==> src/hdl/fsp_pkg.sv <==
// Constants and types shared by the self-programming device and its controller
package fsp_pkg;
    localparam int FSP_CLK_HZ = 50000000;
    localparam int FSP_PROG_MIN_US = 3700;
    localparam int FSP_PROG_MAX_US = 4500;
    // Erase/write duration: midpoint of the allowed window, in cycles
    localparam int FSP_PROG_CYCLES = ((FSP_PROG_MIN_US + FSP_PROG_MAX_US) / 2) * (FSP_CLK_HZ / 1000000);
    localparam int FSP_LOAD_WINDOW = 3;
    localparam int FSP_STORE_WINDOW = 4;
    localparam logic [15:0] FSP_PTR_FUSE_LOW = 16'h0000;
    localparam logic [15:0] FSP_PTR_LOCK = 16'h0001;
    localparam logic [15:0] FSP_PTR_FUSE_EXT = 16'h0002;
    localparam logic [15:0] FSP_PTR_FUSE_HIGH = 16'h0003;
    // Control/status bit positions
    localparam int FSP_BIT_STORE_EN = 0;
    localparam int FSP_BIT_PAGE_ERASE = 1;
    localparam int FSP_BIT_PAGE_WRITE = 2;
    localparam int FSP_BIT_LOCK_ARM = 3;
    localparam int FSP_BIT_RWW_REEN = 4;
    localparam int FSP_BIT_RWW_BUSY = 6;
    localparam logic [7:0] FSP_CMD_ERASE = 8'h03;
    localparam logic [7:0] FSP_CMD_WRITE = 8'h05;
    localparam logic [7:0] FSP_CMD_FILL = 8'h01;
    localparam logic [7:0] FSP_CMD_LOCK_READ = 8'h09;
    localparam logic [7:0] FSP_CMD_REENABLE = 8'h11;
    // Controller Wishbone register offsets
    localparam logic [3:0] FSP_REG_CMD = 4'h0;
    localparam logic [3:0] FSP_REG_PTR = 4'h4;
    localparam logic [3:0] FSP_REG_DATA = 4'h8;
    localparam logic [3:0] FSP_REG_STAT = 4'hc;
    localparam logic [3:0] FSP_REG_IRQ_CLR = 4'h0;
    localparam logic [5:0] FSP_REG_IRQ_EN = 6'h10;
    localparam logic [5:0] FSP_REG_IRQ_ST = 6'h14;
    localparam logic [5:0] FSP_REG_IRQ_CL = 6'h18;
    localparam logic [5:0] FSP_REG_RESULT = 6'h1c;
    localparam logic [5:0] FSP_REG_STATUS = 6'h0c;
    localparam logic [5:0] FSP_REG_COMMAND = 6'h00;
    localparam logic [5:0] FSP_REG_POINTER = 6'h04;
    localparam logic [5:0] FSP_REG_WDATA = 6'h08;
    localparam logic [7:0] FSP_FUSE_LOW_DEF = 8'h62;
    localparam logic [7:0] FSP_FUSE_HIGH_DEF = 8'h99;
    localparam logic [7:0] FSP_FUSE_EXT_DEF = 8'hff;
    localparam logic [7:0] FSP_LOCK_DEF = 8'hff;
    typedef enum logic [2:0] {
        FSP_C_IDLE = 3'b000,
        FSP_C_POLL = 3'b001,
        FSP_C_CTRL = 3'b010,
        FSP_C_OP = 3'b011,
        FSP_C_WAIT = 3'b100
    } fsp_ctl_state_t;
endpackage : fsp_pkg

==> src/hdl/fsp_link_if.sv <==
// Link between the self-programming device and the CPU-side controller
`timescale 1ns/1ns
`default_nettype none
interface fsp_link_if;
    logic ctrlWe;
    logic [7:0] ctrlWdata;
    logic [7:0] ctrlRdata;
    logic loadStrobe;
    logic storeStrobe;
    logic [15:0] pointer;
    logic [15:0] storeData;
    logic [7:0] loadData;
    logic loadValid;
    logic eepromWriteBusyFlag;
    logic cpuHalt;
    logic nrwwReadOnly;
    modport device (
        input ctrlWe, ctrlWdata, loadStrobe, storeStrobe, pointer, storeData,
        output ctrlRdata, loadData, loadValid, eepromWriteBusyFlag, cpuHalt, nrwwReadOnly
    );
    modport host (
        output ctrlWe, ctrlWdata, loadStrobe, storeStrobe, pointer, storeData,
        input ctrlRdata, loadData, loadValid, eepromWriteBusyFlag, cpuHalt, nrwwReadOnly
    );
endinterface : fsp_link_if
`default_nettype wire

==> src/hdl/fsp_device.sv <==
// Self-programming device: control/status register, timed flash ops, fuse and lock readback
`timescale 1ns/1ns
`default_nettype none
module fsp_device
    import fsp_pkg::*;
#(
    parameter int PROG_CYCLES = FSP_PROG_CYCLES,
    parameter int WORDS = 64
) (
    input wire logic clk,
    input wire logic rst_n,
    fsp_link_if.device link,
    input wire logic eepromBusy,
    input wire logic [7:0] fuseLowRaw,
    input wire logic [7:0] fuseHighRaw,
    input wire logic [2:0] fuseExtRaw,
    input wire logic [5:0] lockRaw
);
    logic [7:0] ctrlReg;
    logic [2:0] winReg;
    logic [22:0] timerReg;
    logic busyOpReg;
    logic rwwBusyReg;
    logic [15:0] pageBuf [WORDS];
    logic [15:0] flashMem [WORDS];
    logic armed;
    logic [7:0] loadDataReg;
    logic loadValidReg;
    logic eeReg;
    logic haltReg;
    logic onlyNrwwReg;

    assign armed = ctrlReg[FSP_BIT_LOCK_ARM] && ctrlReg[FSP_BIT_STORE_EN];
    assign link.ctrlRdata = {1'b0, rwwBusyReg, ctrlReg[5:0]};
    assign link.loadData = loadDataReg;
    assign link.loadValid = loadValidReg;
    assign link.eepromWriteBusyFlag = eeReg;
    assign link.cpuHalt = haltReg;
    assign link.nrwwReadOnly = onlyNrwwReg;

    always_ff @(posedge clk) begin
        eeReg <= eepromBusy;
    end

    // Arming window counter, restarted by each control write
    always_ff @(posedge clk) begin
        if (!rst_n) begin
            winReg <= 3'h0;
        end else if (link.ctrlWe) begin
            winReg <= 3'h0;
        end else if (ctrlReg[FSP_BIT_STORE_EN] && !busyOpReg && winReg != 3'h7) begin
            winReg <= winReg + 3'h1;
        end
    end

    // Control/status register; a write in progress survives reset
    // Busy is tested first so an unknown busy at power-up falls into the reset branch
    always_ff @(posedge clk) begin
        if (busyOpReg) begin
            if (timerReg == 23'h1) begin
                ctrlReg[FSP_BIT_STORE_EN] <= 1'b0;
                ctrlReg[FSP_BIT_PAGE_ERASE] <= 1'b0;
                ctrlReg[FSP_BIT_PAGE_WRITE] <= 1'b0;
                ctrlReg[FSP_BIT_LOCK_ARM] <= 1'b0;
            end
        end else if (!rst_n) begin
            ctrlReg <= 8'h00;
        end else if (link.ctrlWe && !eeReg) begin
            ctrlReg[5:0] <= link.ctrlWdata[5:0];
        end else if (armed && link.loadStrobe && winReg < 3'(FSP_LOAD_WINDOW)) begin
            ctrlReg[FSP_BIT_STORE_EN] <= 1'b0;
            ctrlReg[FSP_BIT_LOCK_ARM] <= 1'b0;
        end else if (ctrlReg[FSP_BIT_STORE_EN] && link.storeStrobe && winReg < 3'(FSP_STORE_WINDOW)) begin
            if (!ctrlReg[FSP_BIT_PAGE_ERASE] && !ctrlReg[FSP_BIT_PAGE_WRITE]) begin
                ctrlReg <= {ctrlReg[7:6], 6'h00};
            end
        end else if (armed && winReg >= 3'(FSP_LOAD_WINDOW)) begin
            ctrlReg[FSP_BIT_STORE_EN] <= 1'b0;
            ctrlReg[FSP_BIT_LOCK_ARM] <= 1'b0;
        end else if (ctrlReg[FSP_BIT_STORE_EN] && winReg >= 3'(FSP_STORE_WINDOW)) begin
            ctrlReg[5:0] <= 6'h00;
        end
    end

    // Busy flag of the read-while-write section
    always_ff @(posedge clk) begin
        if (!rst_n && !busyOpReg) begin
            rwwBusyReg <= 1'b0;
        end else if (ctrlReg[FSP_BIT_STORE_EN] && link.storeStrobe && !busyOpReg
                     && winReg < 3'(FSP_STORE_WINDOW)
                     && (ctrlReg[FSP_BIT_PAGE_ERASE] || ctrlReg[FSP_BIT_PAGE_WRITE])) begin
            rwwBusyReg <= 1'b1;
        end else if (!busyOpReg && ctrlReg[FSP_BIT_STORE_EN] && ctrlReg[FSP_BIT_RWW_REEN]
                     && link.storeStrobe && winReg < 3'(FSP_STORE_WINDOW)) begin
            rwwBusyReg <= 1'b0;
        end
    end

    // Operation timer from the calibrated oscillator
    always_ff @(posedge clk) begin
        if (busyOpReg) begin
            timerReg <= timerReg - 23'h1;
            if (timerReg == 23'h1) begin
                busyOpReg <= 1'b0;
            end
        end else if (!rst_n) begin
            busyOpReg <= 1'b0;
            timerReg <= 23'h0;
        end else if (ctrlReg[FSP_BIT_STORE_EN] && link.storeStrobe && winReg < 3'(FSP_STORE_WINDOW)
                     && (ctrlReg[FSP_BIT_PAGE_ERASE] || ctrlReg[FSP_BIT_PAGE_WRITE])) begin
            busyOpReg <= 1'b1;
            timerReg <= 23'(PROG_CYCLES);
        end
    end

    always_ff @(posedge clk) begin
        if (!rst_n && !busyOpReg) begin
            onlyNrwwReg <= 1'b0;
            haltReg <= 1'b0;
        end else begin
            onlyNrwwReg <= busyOpReg || rwwBusyReg;
            haltReg <= 1'b0;
        end
    end

    // Page buffer and flash array; buffer cleared by re-enable or by a reset outside an operation
    always_ff @(posedge clk) begin
        if (!rst_n && !busyOpReg) begin
            for (int i = 0; i < WORDS; i++) begin
                pageBuf[i] <= 16'hffff;
            end
        end else if (!busyOpReg && ctrlReg[FSP_BIT_STORE_EN] && link.storeStrobe
                     && winReg < 3'(FSP_STORE_WINDOW)) begin
            if (ctrlReg[5:0] == FSP_CMD_FILL[5:0]) begin
                pageBuf[link.pointer[6:1]] <= link.storeData;
            end else if (ctrlReg[FSP_BIT_RWW_REEN]) begin
                for (int i = 0; i < WORDS; i++) begin
                    pageBuf[i] <= 16'hffff;
                end
            end
        end
    end

    always_ff @(posedge clk) begin
        if (busyOpReg && timerReg == 23'h1) begin
            for (int i = 0; i < WORDS; i++) begin
                flashMem[i] <= ctrlReg[FSP_BIT_PAGE_ERASE] ? 16'hffff : (flashMem[i] & pageBuf[i]);
            end
        end
    end

    // Load answer, one cycle after the strobe
    always_ff @(posedge clk) begin
        if (!rst_n) begin
            loadDataReg <= 8'h00;
            loadValidReg <= 1'b0;
        end else begin
            loadValidReg <= link.loadStrobe;
            if (link.loadStrobe) begin
                if (armed && winReg < 3'(FSP_LOAD_WINDOW) && !eeReg) begin
                    unique case (link.pointer)
                        FSP_PTR_LOCK: loadDataReg <= {2'b11, lockRaw};
                        FSP_PTR_FUSE_LOW: loadDataReg <= fuseLowRaw;
                        FSP_PTR_FUSE_HIGH: loadDataReg <= fuseHighRaw;
                        FSP_PTR_FUSE_EXT: loadDataReg <= {5'h1f, fuseExtRaw};
                        default: loadDataReg <= 8'hff;
                    endcase
                end else if (rwwBusyReg) begin
                    loadDataReg <= 8'hff;
                end else begin
                    loadDataReg <= link.pointer[0] ? flashMem[link.pointer[6:1]][15:8]
                                                   : flashMem[link.pointer[6:1]][7:0];
                end
            end
        end
    end
endmodule : fsp_device
`default_nettype wire

==> src/flat_wrapper.sv <==
// flat-port wrapper written by rule: the top's interface ports become plain ports
module fsp_device_flat import fsp_pkg::*;
#(
    parameter int PROG_CYCLES = FSP_PROG_CYCLES,
    parameter int WORDS = 64
)
  (clk, rst_n, eepromBusy, fuseLowRaw, fuseHighRaw, fuseExtRaw, lockRaw, link_ctrlWe, link_ctrlWdata, link_loadStrobe, link_storeStrobe, link_pointer, link_storeData, link_ctrlRdata, link_loadData, link_loadValid, link_eepromWriteBusyFlag, link_cpuHalt, link_nrwwReadOnly);
  fsp_link_if link_i ();
  input wire logic clk;
  input wire logic rst_n;
  input wire logic eepromBusy;
  input wire logic [7:0] fuseLowRaw;
  input wire logic [7:0] fuseHighRaw;
  input wire logic [2:0] fuseExtRaw;
  input wire logic [5:0] lockRaw;
  input wire logic [$bits(link_i.ctrlWe)-1:0] link_ctrlWe;
  input wire logic [$bits(link_i.ctrlWdata)-1:0] link_ctrlWdata;
  input wire logic [$bits(link_i.loadStrobe)-1:0] link_loadStrobe;
  input wire logic [$bits(link_i.storeStrobe)-1:0] link_storeStrobe;
  input wire logic [$bits(link_i.pointer)-1:0] link_pointer;
  input wire logic [$bits(link_i.storeData)-1:0] link_storeData;
  output wire logic [$bits(link_i.ctrlRdata)-1:0] link_ctrlRdata;
  output wire logic [$bits(link_i.loadData)-1:0] link_loadData;
  output wire logic [$bits(link_i.loadValid)-1:0] link_loadValid;
  output wire logic [$bits(link_i.eepromWriteBusyFlag)-1:0] link_eepromWriteBusyFlag;
  output wire logic [$bits(link_i.cpuHalt)-1:0] link_cpuHalt;
  output wire logic [$bits(link_i.nrwwReadOnly)-1:0] link_nrwwReadOnly;
  assign link_i.ctrlWe = link_ctrlWe;
  assign link_i.ctrlWdata = link_ctrlWdata;
  assign link_i.loadStrobe = link_loadStrobe;
  assign link_i.storeStrobe = link_storeStrobe;
  assign link_i.pointer = link_pointer;
  assign link_i.storeData = link_storeData;
  assign link_ctrlRdata = link_i.ctrlRdata;
  assign link_loadData = link_i.loadData;
  assign link_loadValid = link_i.loadValid;
  assign link_eepromWriteBusyFlag = link_i.eepromWriteBusyFlag;
  assign link_cpuHalt = link_i.cpuHalt;
  assign link_nrwwReadOnly = link_i.nrwwReadOnly;
  fsp_device #(.PROG_CYCLES(PROG_CYCLES), .WORDS(WORDS)) u_core (.clk(clk), .rst_n(rst_n), .link(link_i), .eepromBusy(eepromBusy), .fuseLowRaw(fuseLowRaw), .fuseHighRaw(fuseHighRaw), .fuseExtRaw(fuseExtRaw), .lockRaw(lockRaw));
endmodule
==> config.mk <==
export PLATFORM = sky130hd
export DESIGN_NAME = fsp_device_flat
export DESIGN_NICKNAME = d
export VERILOG_FILES = /design/src/hdl/fsp_pkg.sv /design/src/hdl/fsp_link_if.sv /design/src/hdl/fsp_device.sv /design/src/flat_wrapper.sv
export SDC_FILE = /design/constraint.sdc
export NUM_CORES = 2
export LEC_CHECK = 0
export ABC_AREA = 1
export BUFFER_PORTS_ARGS = -buffer_cell sky130_fd_sc_hd__buf_4
export CORE_MARGIN = 10
export CORE_UTILIZATION = 55
export DETAILED_ROUTE_END_ITERATION = 8
export GPL_ROUTABILITY_DRIVEN = 0
export PLACE_DENSITY = 0.71
export SKIP_LAST_GASP = 1
export SYNTH_ARGS = -nofsm -noshare
export SYNTH_HDL_FRONTEND = slang
export SYNTH_SLANG_ARGS = --single-unit
export TNS_END_PERCENT = 10
==> constraint.sdc <==
create_clock -name clk -period 55 [get_ports clk]
set_input_delay 5.5 -clock clk [delete_from_list [all_inputs] [get_ports clk]]
set_output_delay 5.5 -clock clk [all_outputs]
set_load 0.03 [all_outputs]
==> results.md <==
- Post-Synth Adder-Cell Area: 0.0691%
- YS warnings: 0
- CTS sink count: 2093
- CP Buf/Inv Count: 4
- Initial Util: 55.5%
- GRT Residual Overflow: 0
- Slowest CP cell: o21ai_0
- Critical Path AT: 10.08 ns
- Cell Chain, Critical Path: buf_8 -> inv_8 -> buf_12 -> buf_4 -> nand2_1 -> nand3_1 -> nand2_1 -> o21ai_0 -> nand2_1 -> nor2_1 -> nand2_1 -> nand2_1 -> nand3_1 -> nand2_1 -> a21oi_1
- Slew Viols, Final: 0
- Clock skew: 0.0328 ns
- Sw Pwr: 0.000717 W
- CTS max path bufs: 3
- Internal power component: 0.00255 W
- Placed Cells: 10.9k
- Post-synthesis simple-gate area fraction: 25.0%
- Die H: 426 um
- DRC: 0
- Area of the die: 181000 um^2
- Setup slack after layout: 45.61 ns
- Seq cells post-synth: 2093
- Final Hold Vio Count: 0
- Combinational family with the most area after synthesis: simple AND/OR/NAND/NOR gates
- WHS Path Cells: 2
- WP data required: 55.69 ns
- Cell repeated most along the worst path: nand2_1
- Drt first pass iters: 6
- Synth-to-Final Area Change: 9.97%
- Mapped Cells: 9025
- Root Driver: clkbuf_16
- Layout cells sized above 1: 7.42%
- H-tree Lvls: 4
- Largest net degree at the start of global routing: 158
- Vias in the first global route: 60.0k
- Max_cap viols: 0
- Antenna viol nets, final: 0
- I/O Pins: 91
- Filler instances: 12.9k
- Final Instance Count excl. Fillers: 11.3k
- Worst-margin pin slew: 1.28 ns
- Sw frac: 21.9%
- HPWL Detailed: 143 mm
- Syn Std Cell Area: 90500 um^2
- Fmax: 0.106 GHz
- Cell family with most CP delay: buffers and inverters
- Combinational power share: 4.1%
- Die X: 426 um
- CTS buffer count: 207
- I/O Buffers: 86
- Worst Path Class, Setup: input port to flip-flop
- Most common cell after layout, fill and taps aside: nand2_1
- CP Launch Point: link_pointer[1]
- Gr usage total: 26.7%
- R2r startpoint: u_core.timerReg[1]
- Row Count: 148
- Initial DRC count: 8422
- Setup Fix Bufs, Post-CTS: 0
- Min Hold Slack: 0.466 ns
- Placeable Area: 163000 um^2
- Tmin final: 9.39 ns
- Netlist cell types: 42
- Crit path max fanout: 143
- Syn avg cell area: 10.0 um^2
- Slew Limit Headroom: 13.6%
- Run status: finished clean
- Clock transition at path regs: 0.06 ns
- Final nets: 9029
- Crit-path max cell delay: 1.02 ns
- Via Count: 63.4k
- Lkg Pwr: 40.4 nW
- Setup TNS: 0 ns
- Final setup violation count: 0
- Hold Path End: u_core.link.loadData[5]
- Synth Area in Compound Gates: 1.20%
- Routed len/inst: 21.8 um
- Antenna violations before repair: 6
- RSZ-0062 raised after global routing: false
- CTS tree: done
- Hold path startpoint: u_core.link.loadData[5]
- Clk pwr share: 42.8%
- Reg2Reg Depth: 10
- Worst Hold Class: flip-flop to flip-flop
- PwrDens: 32.9 nW/um^2
- Clk_lat worst skew: 0.85 ns
- Sequential share of power: 53.1%
- Post-synthesis sequential area ratio: 69.3%
- Post-synthesis xor/xnor area fraction: 0.0581%
- Post_cts resized: 0
- Worst setup EP type: flip-flop
- CTS hold repair buffers: 0
- CP Launch Type: input port
- Final worst-path cycle share: 17.1%
- Commonest cells after routing, fill and taps aside: nand2_1 (5139), edfxtp_1 (2077), inv_1 (442), nand3_1 (215), clkbuf_16 (213)
- Post-synthesis mux area share: 0%
- Post-Place Worst Slack: 44.84 ns
- R2r endpoint: u_core.flashMem[40][10]
- Vias/cell: 5.60
- VDD IR max: 32.9 uV
- Worst R2R Setup Slack: 48.89 ns
- First-pass GRT wire length: 369 mm
- Final wirelength: 247 mm
[cell usage after synthesis]
library cell  count  area share (%)
nand2_1        5139              21
nand3_2           1           0.011
xor2_1            5           0.048
inv_2            28            0.12
nand3b_1         18            0.15
nor4_1            2           0.014
xnor2_1           1          0.0097
nor3_4            8            0.14
inv_4             3           0.021
nand2_4           2           0.025
buf_2           135            0.75
clkinv_4          1          0.0097
nor2_2           45            0.31
o21bai_1          1          0.0083
a21oi_1          22            0.12
a21boi_0          1          0.0083
nand3_4           7            0.14
clkinv_1          1          0.0041
a31oi_1           3           0.021
nor2_4           18            0.22
dfxtp_1          16            0.35
o21ai_0         130            0.72
inv_1           445             1.8
nand4_1          38            0.26
nor3b_1           3           0.025
a211oi_1          1          0.0083
buf_4            26            0.22
o31ai_1           1          0.0083
nand3_1         215             1.2
nor3b_4           1           0.021
o211ai_1         25            0.21
buf_6             3           0.037
conb_1            1          0.0041
ha_1              5           0.069
buf_1            24            0.10
nor3_2            1           0.011
o21ai_1          17           0.094
nor2_1          184            0.76
edfxtp_1       2077              69
nor3_1            5           0.028
clkbuf_1        312             1.3
or2_2            54            0.37
[how the worst max path moves through the flow]
stage,endpoint,slack (ns),cells past startpoint
after global routing,u_core.link.loadData[1],45.43,15
after global placement,u_core.link.loadData[3],44.87,15
final,u_core.link.loadData[1],45.61,15
after CTS,u_core.link.loadData[3],45.74,15
after floorplan,u_core.flashMem[0][0],9.10,5
after detailed placement,u_core.link.loadData[3],44.84,15
[cell type report]
| type | instances | area, um^2 | share of cell area [%] |
|---|---|---|---|
| Clock inverter | 129 | 1140 | 1.15 |
| Clock buffer | 260 | 5510 | 5.53 |
| Inverter | 478 | 1850 | 1.86 |
| Multi-Input combinational cell | 5955 | 23900 | 24.0 |
| Antenna cell | 4 | 10.0 | 0.0101 |
| Tap cell | 2175 | 2720 | 2.73 |
| Sequential cell | 2093 | 62700 | 63.0 |
| Timing Repair Buffer | 218 | 1720 | 1.73 |
[tightest hold or removal path, stage by stage (launching register included)]
cell     delay, ns
dfxtp_1       0.31
nand2_1       0.06
a21oi_1       0.05
[sequential cells by signal, summed over array words and instances (netlist names)]
register and cells:
u_core.link.eepromWriteBusyFlag 1, u_core.rwwBusyReg 1, u_core.link.nrwwReadOnly 1, u_core.ctrlReg 6
u_core.flashMem 1024, u_core.timerReg 23, u_core.pageBuf 1024, u_core.winReg 3
u_core.link.loadValid 1, u_core.link.loadData 8, u_core.busyOpReg 1
[metrics by stage]
| stage | total power [W] | utilization [%] | cell area, um^2 |
|---|---|---|---|
| 3_5_place_dp | 0.00190 | 56.9 | 92800 |
| 5_1_grt | 0.00335 | 61.0 | 99500 |
| 4_1_cts | 0.00327 | 61.0 | 99500 |
| 3_3_place_gp | 0.00190 | 56.9 | 92800 |
| 2_1_floorplan | 0.00184 | - | 90500 |
| 6_report | 0.00327 | 61.0 | 99500 |
[logic make-up after synthesis]
logic type	Yosys count
xor gates and xnor gates	6
buffers and inverters	978
other	1
AOI/OAI and AO/OA	201
DFF	2093
adders and majority gates	5
and+or+nand+nor	5741
[power groups by stage]
stage | combinational, W | sequential (W) | clock [W]
after floorplan | 0.0000726 | 0.00177 | 0
after global placement | 0.000127 | 0.00177 | 0
after detailed placement | 0.000129 | 0.00177 | 0
after CTS | 0.000130 | 0.00174 | 0.00141
after global routing | 0.000141 | 0.00174 | 0.00147
final | 0.000133 | 0.00174 | 0.00140
[per-layer routing]
metal / up-vias / part of all wire [%] / GRT usage [%]
met2: 3386 / 46 / 41.3
met3: 559 / 11 / 5.84
met5: - / 0.0049 / 0
met1: 30500 / 38 / 36.1
li1: 29000 / - / -
met4: 2 / 5.0 / 12.4
(Power assumes the default switching activity.)
